File: config.mk
export PLATFORM = sky130hd
export DESIGN_NAME = mea_main_event
export DESIGN_NICKNAME = d
export VERILOG_FILES = /design/src/rtl/mea_pkg.sv /design/src/rtl/mea_sticky_bit.sv /design/src/rtl/mea_main_event.sv
export SDC_FILE = /design/constraint.sdc
export NUM_CORES = 1
export LEC_CHECK = 0
export BUFFER_PORTS_ARGS = -buffer_cell sky130_fd_sc_hd__buf_2
export CORE_MARGIN = 4
export CORE_UTILIZATION = 35
export CTS_BUF_LIST = sky130_fd_sc_hd__clkbuf_4 sky130_fd_sc_hd__clkbuf_8
export DETAILED_ROUTE_END_ITERATION = 6
export PLACE_DENSITY = 0.71
export SLEW_MARGIN = 10
export SYNTH_ARGS = -nofsm -noshare
export SYNTH_HDL_FRONTEND = slang
export SYNTH_HIERARCHICAL = 1
export SYNTH_SLANG_ARGS = --single-unit
File: constraint.sdc
create_clock -name clk_in -period 2.35 [get_ports clk_in]
set_input_delay 0.5875 -clock clk_in [delete_from_list [all_inputs] [get_ports clk_in]]
set_output_delay 0.5875 -clock clk_in [all_outputs]
set_load 0.02 [all_outputs]
File: src/rtl/mea_pkg.sv
// Shared constants of the main event summary and mask block
package mea_pkg;

    // Register port geometry
    localparam int ADDR_W = 32;
    localparam int DATA_W = 16;

    // Register addresses, byte offsets as printed
    localparam logic [ADDR_W-1:0] SUMMARY_ADDR = 32'h5000_180C;
    localparam logic [ADDR_W-1:0] MASK_ADDR    = 32'h5000_180E;

    // Reset values
    localparam logic [DATA_W-1:0] SUMMARY_RESET = 16'h0000;
    localparam logic [DATA_W-1:0] MASK_RESET    = 16'h0000;
    localparam logic [DATA_W-1:0] READ_IDLE     = 16'h0000;

    // Summary / mask bit positions
    localparam int CHARGER_BIT   = 11;
    localparam int EP0_NEGACK_BIT = 10;
    localparam int EP0_RX_BIT    = 9;
    localparam int EP0_TX_BIT    = 8;
    localparam int MASTER_BIT    = 7;
    localparam int RX_BIT        = 6;
    localparam int LOCK_BIT      = 5;
    localparam int NEGACK_BIT    = 4;
    localparam int FRAME_BIT     = 3;
    localparam int TX_BIT        = 2;
    localparam int SECONDARY_BIT = 1;
    localparam int WARNING_BIT   = 0;

    // Bits that hold a real summary flag (bit 7 and 15:12 read zero)
    localparam logic [DATA_W-1:0] EVENT_BITS    = 16'h0F7F;
    // Bits of the mask register that software can write
    localparam logic [DATA_W-1:0] MASK_WRITABLE = 16'h0FFF;

    // Source field widths
    localparam int CHARGER_W   = 3;
    localparam int SECONDARY_W = 5;

endpackage : mea_pkg

File: src/rtl/mea_sticky_bit.sv
// One summary flag: set wins over clear, synchronous reset
`timescale 1ns/1ps
module mea_sticky_bit
(
    // Clock and reset
    input  wire logic clk_in,
    input  wire logic reset_in,
    // Control
    input  wire logic set_in,
    input  wire logic clear_in,
    // State
    output logic      flag_out
);

    logic flag_r;
    logic flag_nxt;

    // An event in the clearing cycle must survive the clear
    assign flag_nxt = set_in ? 1'b1 : (clear_in ? 1'b0 : flag_r);

    always_ff @(posedge clk_in)
    begin
        if (reset_in)
            flag_r <= 1'b0;
        else
            flag_r <= flag_nxt;
    end

    assign flag_out = flag_r;

endmodule // mea_sticky_bit

File: src/rtl/mea_main_event.sv
// Main event summary, main event mask and interrupt output
//
// Operation
// RQ1: The charger summary bit 11 sets when any of the three low charger status bits changes and clears on a read of the charger status register.
// RQ2: The endpoint-zero NAK summary bit 10 follows the OR of the OUT and IN NAK flags and clears on a read of that NAK register.
// RQ3: The endpoint-zero receive summary bit 9 follows the last-packet-received flag and clears on a read of that receive status register.
// RQ4: The endpoint-zero transmit summary bit 8 follows the transmit-done flag and clears on a read of that transmit status register.
// RQ5: Summary bit 7 always reads zero while mask bit 7 is the master interrupt enable.
// RQ6: The receive summary bit 6 sets on any unmasked receive event and clears only once all last-received and overrun flags are zero.
// RQ7: The lock-change summary bit 5 sets on any move between locked and unlocked and clears on a read of the summary register.
// RQ8: The NAK summary bit 4 sets on any unmasked NAK event and clears on a read of the NAK event register.
// RQ9: The frame summary bit 3 sets whenever the frame counter takes a new value and clears on a read of the summary register.
// RQ10: The transmit summary bit 2 sets on any unmasked transmit event and clears only once all done and underrun flags are zero.
// RQ11: The secondary summary bit 1 shows an unmasked secondary event and clears on a read of the secondary event register.
// RQ12: The warning summary bit 0 shows an unmasked FIFO warning event and clears on a read of the warning event register.
// RQ13: Each mask bit sits at its summary bit position, one enabling and zero suppressing the interrupt.
// RQ14: A secondary event sets the secondary summary bit only while its own secondary mask bit is one.
// RQ15: The interrupt is raised when the master enable is one and some summary bit is one with its mask bit one.
// RQ16: Bits 15 to 12 of both registers read zero and ignore writes.
`timescale 1ns/1ps
module mea_main_event
    import mea_pkg::*;
(
    // Clock and reset
    input  wire logic                          clk_in,
    input  wire logic                          reset_in,
    // Register port
    input  wire logic [mea_pkg::ADDR_W-1:0]    reg_addr_in,
    input  wire logic [mea_pkg::DATA_W-1:0]    reg_wdata_in,
    input  wire logic                          reg_write_in,
    input  wire logic                          reg_read_in,
    output logic      [mea_pkg::DATA_W-1:0]    reg_rdata_out,
    // Charger status
    input  wire logic [mea_pkg::CHARGER_W-1:0] charger_status_in,
    input  wire logic                          charger_status_read_in,
    // Endpoint zero
    input  wire logic                          ep_zero_out_negack_in,
    input  wire logic                          ep_zero_in_negack_in,
    input  wire logic                          ep_zero_negack_register_read_in,
    input  wire logic                          ep_zero_rx_last_in,
    input  wire logic                          ep_zero_receive_status_read_in,
    input  wire logic                          ep_zero_tx_done_in,
    input  wire logic                          ep_zero_transmit_status_read_in,
    // Receive event roll-up
    input  wire logic                          receive_event_unmasked_in,
    input  wire logic                          receive_pending_in,
    // Transmit event roll-up
    input  wire logic                          transmit_event_unmasked_in,
    input  wire logic                          transmit_pending_in,
    // Frame timer
    input  wire logic                          frame_timer_unlocked_flag_in,
    input  wire logic                          frame_update_in,
    // NAK event roll-up
    input  wire logic                          negack_event_unmasked_in,
    input  wire logic                          negack_event_register_read_in,
    // Secondary events and their masks
    input  wire logic [mea_pkg::SECONDARY_W-1:0] secondary_event_in,
    input  wire logic [mea_pkg::SECONDARY_W-1:0] secondary_mask_in,
    input  wire logic                          secondary_event_register_read_in,
    // FIFO warning roll-up
    input  wire logic                          fifo_warning_unmasked_in,
    input  wire logic                          fifo_warning_event_register_read_in,
    // Outputs
    output logic      [mea_pkg::DATA_W-1:0]    main_event_summary_out,
    output logic      [mea_pkg::DATA_W-1:0]    main_event_mask_out,
    output logic                               irq_out
);

    import mea_pkg::*;

    // Registered state and its next-state values
    logic [DATA_W-1:0]    mask_r;
    logic [DATA_W-1:0]    mask_nxt;
    logic [DATA_W-1:0]    rdata_r;
    logic [DATA_W-1:0]    rdata_nxt;
    logic                 irq_r;
    logic                 irq_nxt;
    logic                 primed_r;
    logic [CHARGER_W-1:0] charger_prev_r;
    logic                 ep0_negack_prev_r;
    logic                 ep0_rx_prev_r;
    logic                 ep0_tx_prev_r;
    logic                 unlocked_prev_r;
    logic                 negack_prev_r;
    logic                 secondary_prev_r;
    logic                 warning_prev_r;

    // Decode and event wires
    wire logic              summary_sel;
    wire logic              mask_sel;
    wire logic              summary_read;
    wire logic              mask_write;
    wire logic              ep0_negack_any;
    wire logic              secondary_any;
    wire logic              charger_changed;
    wire logic              ep0_negack_rise;
    wire logic              ep0_rx_rise;
    wire logic              ep0_tx_rise;
    wire logic              lock_changed;
    wire logic              negack_rise;
    wire logic              secondary_rise;
    wire logic              warning_rise;
    wire logic [DATA_W-1:0] set_vec;
    wire logic [DATA_W-1:0] clear_vec;
    wire logic [DATA_W-1:0] summary_w;
    wire logic [DATA_W-1:0] pending_w;

    // Address decode
    assign summary_sel  = (reg_addr_in == SUMMARY_ADDR);
    assign mask_sel     = (reg_addr_in == MASK_ADDR);
    assign summary_read = reg_read_in & summary_sel;
    assign mask_write   = reg_write_in & mask_sel;

    // Source combination
    // RQ2 OR of NAK flags
    assign ep0_negack_any = ep_zero_out_negack_in | ep_zero_in_negack_in;
    // RQ14 secondary mask gating
    assign secondary_any  = |(secondary_event_in & secondary_mask_in);

    // Edges are suppressed for one cycle after reset, so the
    // first sample only seeds the history and fakes no event.
    // RQ1 charger change
    assign charger_changed = primed_r & (charger_status_in != charger_prev_r);
    assign ep0_negack_rise = primed_r & ep0_negack_any & ~ep0_negack_prev_r;
    // RQ3 receive flag rise
    assign ep0_rx_rise     = primed_r & ep_zero_rx_last_in & ~ep0_rx_prev_r;
    // RQ4 transmit flag rise
    assign ep0_tx_rise     = primed_r & ep_zero_tx_done_in & ~ep0_tx_prev_r;
    // RQ7 either direction
    assign lock_changed    = primed_r & (frame_timer_unlocked_flag_in ^ unlocked_prev_r);
    // RQ8 unmasked NAK
    assign negack_rise     = primed_r & negack_event_unmasked_in & ~negack_prev_r;
    // RQ11 unmasked secondary
    assign secondary_rise  = primed_r & secondary_any & ~secondary_prev_r;
    // RQ12 unmasked warning
    assign warning_rise    = primed_r & fifo_warning_unmasked_in & ~warning_prev_r;

    // Set terms per summary bit
    assign set_vec[DATA_W-1:CHARGER_BIT+1] = '0;
    assign set_vec[CHARGER_BIT]    = charger_changed;
    assign set_vec[EP0_NEGACK_BIT] = ep0_negack_rise;
    assign set_vec[EP0_RX_BIT]     = ep0_rx_rise;
    assign set_vec[EP0_TX_BIT]     = ep0_tx_rise;
    assign set_vec[MASTER_BIT]     = 1'b0;
    // RQ6 receive roll-up set
    assign set_vec[RX_BIT]         = receive_event_unmasked_in;
    assign set_vec[LOCK_BIT]       = lock_changed;
    assign set_vec[NEGACK_BIT]     = negack_rise;
    // RQ9 frame counter update
    assign set_vec[FRAME_BIT]      = frame_update_in;
    // RQ10 transmit roll-up set
    assign set_vec[TX_BIT]         = transmit_event_unmasked_in;
    assign set_vec[SECONDARY_BIT]  = secondary_rise;
    assign set_vec[WARNING_BIT]    = warning_rise;

    // Clear terms per summary bit
    assign clear_vec[DATA_W-1:CHARGER_BIT+1] = '0;
    // RQ1 cleared by charger read
    assign clear_vec[CHARGER_BIT]    = charger_status_read_in;
    // RQ2 cleared by NAK read
    assign clear_vec[EP0_NEGACK_BIT] = ep_zero_negack_register_read_in;
    // RQ3 cleared by status read
    assign clear_vec[EP0_RX_BIT]     = ep_zero_receive_status_read_in;
    // RQ4 cleared by status read
    assign clear_vec[EP0_TX_BIT]     = ep_zero_transmit_status_read_in;
    assign clear_vec[MASTER_BIT]     = 1'b0;
    // RQ6 clears once nothing pending
    assign clear_vec[RX_BIT]         = ~receive_pending_in;
    // RQ7 cleared by summary read
    assign clear_vec[LOCK_BIT]       = summary_read;
    // RQ8 cleared by NAK event read
    assign clear_vec[NEGACK_BIT]     = negack_event_register_read_in;
    // RQ9 cleared by summary read
    assign clear_vec[FRAME_BIT]      = summary_read;
    // RQ10 clears once nothing pending
    assign clear_vec[TX_BIT]         = ~transmit_pending_in;
    // RQ11 cleared by secondary read
    assign clear_vec[SECONDARY_BIT]  = secondary_event_register_read_in;
    // RQ12 cleared by warning read
    assign clear_vec[WARNING_BIT]    = fifo_warning_event_register_read_in;

    // One sticky cell per real summary bit
    genvar i;
    generate
        for (i = 0; i < DATA_W; i = i + 1)
        begin : g_summary
            if (EVENT_BITS[i])
            begin : g_flag
                mea_sticky_bit u_flag
                (
                    .clk_in   (clk_in),
                    .reset_in (reset_in),
                    .set_in   (set_vec[i]),
                    .clear_in (clear_vec[i]),
                    .flag_out (summary_w[i])
                );
            end
            else
            begin : g_zero
                // RQ5 bit 7 hardwired
                // RQ16 reserved reads zero
                assign summary_w[i] = 1'b0;
            end
        end
    endgenerate

    // Mask register
    // RQ16 reserved writes dropped
    assign mask_nxt = mask_write ? (reg_wdata_in & MASK_WRITABLE) : mask_r;

    // Read data stand only in the cycle after the strobe
    assign rdata_nxt = summary_read               ? summary_w :
                       (reg_read_in & mask_sel)   ? mask_r    :
                                                    READ_IDLE;

    // RQ13 per-bit mask gating
    assign pending_w = summary_w & mask_r & EVENT_BITS;
    // RQ15 master enable gating
    assign irq_nxt   = mask_r[MASTER_BIT] & (|pending_w);

    always_ff @(posedge clk_in)
    begin
        if (reset_in)
        begin
            mask_r  <= MASK_RESET;
            rdata_r <= READ_IDLE;
            irq_r   <= 1'b0;
        end
        else
        begin
            mask_r  <= mask_nxt;
            rdata_r <= rdata_nxt;
            irq_r   <= irq_nxt;
        end
    end

    // Source history for edge detection
    always_ff @(posedge clk_in)
    begin
        if (reset_in)
        begin
            primed_r          <= 1'b0;
            charger_prev_r    <= '0;
            ep0_negack_prev_r <= 1'b0;
            ep0_rx_prev_r     <= 1'b0;
            ep0_tx_prev_r     <= 1'b0;
            unlocked_prev_r   <= 1'b0;
            negack_prev_r     <= 1'b0;
            secondary_prev_r  <= 1'b0;
            warning_prev_r    <= 1'b0;
        end
        else
        begin
            primed_r          <= 1'b1;
            charger_prev_r    <= charger_status_in;
            ep0_negack_prev_r <= ep0_negack_any;
            ep0_rx_prev_r     <= ep_zero_rx_last_in;
            ep0_tx_prev_r     <= ep_zero_tx_done_in;
            unlocked_prev_r   <= frame_timer_unlocked_flag_in;
            negack_prev_r     <= negack_event_unmasked_in;
            secondary_prev_r  <= secondary_any;
            warning_prev_r    <= fifo_warning_unmasked_in;
        end
    end

    // Outputs; summary is the sticky cells' own flops
    assign reg_rdata_out          = rdata_r;
    assign main_event_summary_out = summary_w;
    assign main_event_mask_out    = mask_r;
    assign irq_out                = irq_r;

endmodule // mea_main_event

### Word-level counts from Yosys, hierarchy flattened

Index checks and enable logic that the tools add are counted.

* register bits: 47
* bits of input ports: 84
* output and inout port bits: 49
* word-level logic and storage cells: 94

* eq/ne operators: 5
* multiplexer cells: 24
* bitwise gates (word level): 29
* reductions and logical operators: 12

Operator list (count)
* $eq 32x31->1 const B: 2
* $mux 12: 2
* $mux 1: 22
* $and 1x1->1: 18
* $reduce_bool 2->1: 9
* $and 12x12->12: 1
* $reduce_or 11->1: 1
* $not 1->1: 7
* $and 5x5->5: 1
* $reduce_or 5->1: 1
* $ne 2x2->1 const B: 2
* $ne 3x3->1: 1
* $reduce_or 3->1: 1
* $or 1x1->1: 1
* $xor 1x1->1: 1

### Longest topological paths before layout

* depth after elaboration: 5
* gate-level depth with buffers: 6
* gate-level depth less buffers: 6

### By module

The synthesis kept the hierarchy.

By module, submodules not included
* mea_main_event: times used 1, cells each 172, area each 1571.5 um^2, sequential area each 720.7 um^2
* mea_sticky_bit: times used 11, cells each 4, area each 38.8 um^2, sequential area each 20.0 um^2

### Worst setup path after synthesis

OpenSTA, ideal clock, no wires.

* kind: input -> register
* start: input port reg_addr_in[15] in the netlist's numbering
* end: register rdata_r[0] (netlist: reg_rdata_out[0])
* library setup time: 0.065 ns
* arrival: 1.780 ns
* required time: 2.285 ns
* setup slack: 0.505 ns
* stages: 5
* buffers on the path: 1
* cell sequence: nor4_1 nand4_1 or4_4 buf_2 nor2_1

* word-level cells in the longest chain between the ends: 4
* elaborated cells on any way between the ends: 6
* classes of those cells: eq/ne (2); mux (2); bitwise (2)

RTL lines
* start: declaration: line mea_main_event.sv:28 `input wire logic [mea_pkg::ADDR_W-1:0] reg_addr_in,`
* $eq 32x31->1: line mea_main_event.sv:110 `assign mask_sel = (reg_addr_in == MASK_ADDR);`
* $and 1x1->1: line mea_main_event.sv:213 `(reg_read_in & mask_sel) ? mask_r :`
* $mux 12: line mea_main_event.sv:213
* $mux 12 (*): line mea_main_event.sv:212 `assign rdata_nxt = summary_read ? summary_w :`
* end signal: assignment: line mea_main_event.sv:232 `rdata_r <= rdata_nxt;`
* end: declaration: line mea_main_event.sv:74 `logic [DATA_W-1:0] rdata_r;`

Every way passes the cells marked *; elsewhere a longest branch is shown, timed or not.
A chain may end at the register's enable or synchronous reset.

### Final worst setup path

* start: input port reg_addr_in[15] in the netlist's numbering
* end: register rdata_r[10] (netlist: reg_rdata_out[10])

The elaborated chain is that of the path after synthesis.

==> impl_metrics.json <==
{
  "outcome": "complete, no violations",
  "place_ws_ns": 0.3177,
  "cts_inserted_buffers": 5,
  "synth-edff-count": 0,
  "viasPerCell": 4.438,
  "p_leak_nw": 1.316,
  "path_max_fanout": 12,
  "synth_warnings": 6,
  "endpoint_kind": "flop",
  "min_period_over_period_pct": 73.84,
  "power_switching_mw": 0.3854,
  "first_pass_iters": 4,
  "drv_cap": 0,
  "critical_path_class": "input pin to flop",
  "hp-start": "main_event_mask_out[7]",
  "grt_pass1_wl_mm": 8.066,
  "clock_skew_ns": 0.002147,
  "drive_gt1_share_pct": 41.57,
  "hold_slack_ns": 0.4580,
  "clkSinkCount": 47,
  "hold_end": "reg_rdata_out[7]",
  "critPathLaunchType": "input pin",
  "antenna_found_initial": 0,
  "reg2reg_to": "irq_out",
  "grt_max_degree": 26,
  "design_area_um2": 2705,
  "grt_setup_unrepaired": "no",
  "dp_hpwl_mm": 4.016,
  "clock.fmax_ghz": 0.5763,
  "swShare_pct": 23.52,
  "insertion_delay_ns": 0.29,
  "netlist_area_um2": 1998,
  "cts_resized": 0,
  "grt_pass1_vias": 1720,
  "power_density_nw_per_um2": 605.6,
  "start_util_pct": 36.29,
  "area_delta_synth_final_pct": 35.38,
  "row_count": 27,
  "ant_nets": 0,
  "synthFlopType": "dfxtp_1",
  "placement.io_buffers": 115,
  "combPwrFrac_pct": 11.7,
  "cts_hold_buf": 0,
  "report.final.setup_viol": 0,
  "p_int_mw": 1.253,
  "ios": 133,
  "reg2reg_slack_ns": 1.30,
  "ys_types": 30,
  "max-slew-margin-rel_pct": 61.35,
  "pwr-share-seq_pct": 51.2,
  "routed_wl_mm": 5.027,
  "clock-root-buffer": "clkbuf_8",
  "final_util_pct": 49.13,
  "nNetsFinal": 415,
  "yosys-top-cells-area": "dfxtp_1 47%, mux2i_1 12%, nand2_1 5.6%",
  "cts-htree-levels": 2,
  "min_path_cells": 2,
  "hold_path.class": "flop to flop",
  "num_antenna_cells": 0,
  "ys_ff_latch": 47,
  "ir_drop_mv": 0.2587,
  "r2r_start": "g_summary[10].g_flag.u_flag/flag_out",
  "grt_overflow": 0,
  "clkPwrFrac_pct": 37.1,
  "dr.first_iter.drc_count": 62,
  "gp_congestion": 0.7320,
  "dieArea_um2": 6982,
  "ys_seq_area_share_pct": 47.09,
  "core_area_um2": 5507,
  "cts_buffer_depth": 2,
  "dpl_cell_area_um2": 2587,
  "layout_setup_ws_ns": 0.6147,
  "netlist_top_cells_count": "47 x dfxtp_1, 30 x nand2_1, 23 x mux2i_1",
  "vias": 1793,
  "post-cts-setup-buffers": 0,
  "syn_avg_cell_area_um2": 9.251,
  "max_slew.worst_pin.slew_ns": 0.5798,
  "die_h_um": 83.56,
  "drv_slew": 0,
  "track_usage_pct": 14.15,
  "post_drt_wl_per_cell_um": 12.44,
  "cts_tree": "built",
  "async_reset_ff_share_pct": 0,
  "ff2ff_path_depth": 3,
  "drc": 0,
  "yosysTopAreaCell": "dfxtp_1",
  "syn_inst": 216,
  "fin_tns_setup_ns": 0,
  "cp.arrival_ns": 1.97,
  "clkTransAtPathRegs_ns": 0.08,
  "yosys.area.top_type_share_pct": 47.09,
  "required_ns": 2.58,
  "fp.dieW_um": 83.56,
  "synth.most_common_cell": "dfxtp_1",
  "hold_viol_final": 0,
  "fin_crit_ns": 1.735
}
cell type report:
cell class                      count  area [um2]
Clock buffer                        6       82.58
Inverter                           16       60.06
Fill cell                         535        2801
Timing Repair Buffer              116       583.1
Multi-Input combinational cell    145       913.4
Tap cell                           72       90.09
Sequential cell                    47       940.9
Clock inverter                      2       35.03
worst max path at each step:
stage	start	endpoint	slack (ns)
finish	reg_addr_in[15]	reg_rdata_out[10]	0.61
global route	reg_addr_in[15]	reg_rdata_out[8]	0.56
CTS	reg_addr_in[15]	reg_rdata_out[10]	0.63
detailed placement	reg_addr_in[15]	reg_rdata_out[10]	0.32
global placement	reg_addr_in[15]	reg_rdata_out[4]	0.34
floorplan	reg_addr_in[15]	reg_rdata_out[0]	0.50
registers in the layout, summed over array words and instances, names as in the netlist:
register and count:
main_event_mask_out 12, reg_rdata_out 12, g_summary.g_flag.u_flag/flag_out 11, charger_prev_r 3
ep0_negack_prev_r 1, ep0_rx_prev_r 1, ep0_tx_prev_r 1, irq_out 1
negack_prev_r 1, primed_r 1, secondary_prev_r 1, unlocked_prev_r 1
warning_prev_r 1
power by group through the flow:
stage	combinational [mW]	clock (mW)	sequential, mW
after CTS	0.193	0.630	0.839
after global placement	0.190	0	0.857
after detailed placement	0.193	0	0.858
final	0.192	0.608	0.838
after floorplan	0.105	0	0.866
after global routing	0.213	0.655	0.843
cells by family after synthesis:
| kind of cell | Yosys count | synth area share (%) |
|---|---|---|
| AOI/OAI and AO/OA | 20 | 8.516 |
| other | 1 | 0.1877 |
| xor gates and xnor gates | 4 | 1.753 |
| and+or+nand+nor | 85 | 21.48 |
| muxes | 23 | 11.52 |
| DFF | 47 | 47.09 |
| buffers and inverters | 36 | 9.454 |
cell usage in the layout (no fill, tap or decap), types with 2 or more instances in the layout:
cell	instances
inv_1	15
mux2i_1	23
nor2_1	19
buf_2	115
nand2_1	30
clkbuf_8	6
dfxtp_1	47
nor4_1	6
conb_1	13
nand2b_1	11
nor2b_1	8
xor2_1	4
nor3b_1	2
nand4_1	2
a222oi_1	2
a21oi_2	11
a22oi_1	4
metal layers:
metal / wire [um] / global-route usage, %
met5: 0 / 0
met4: 56 / 4.386
met3: 374 / 3.949
met2: 2464 / 25.09
met1: 2132 / 16.43
metrics by stage:
stage	std cells	power, mW
6_report	404	1.638
5_1_grt	404	1.711
4_1_cts	404	1.662
3_5_place_dp	396	1.051
3_3_place_gp	396	1.047
2_1_floorplan	228	0.9706
critical path: stages:
cell     delay [ns]
buf_2          0.09
nor4_1         0.30
nand4_1        0.22
or4_4          0.62
nor2_1         0.14
Note: power is estimated with default switching activity, not from simulation.
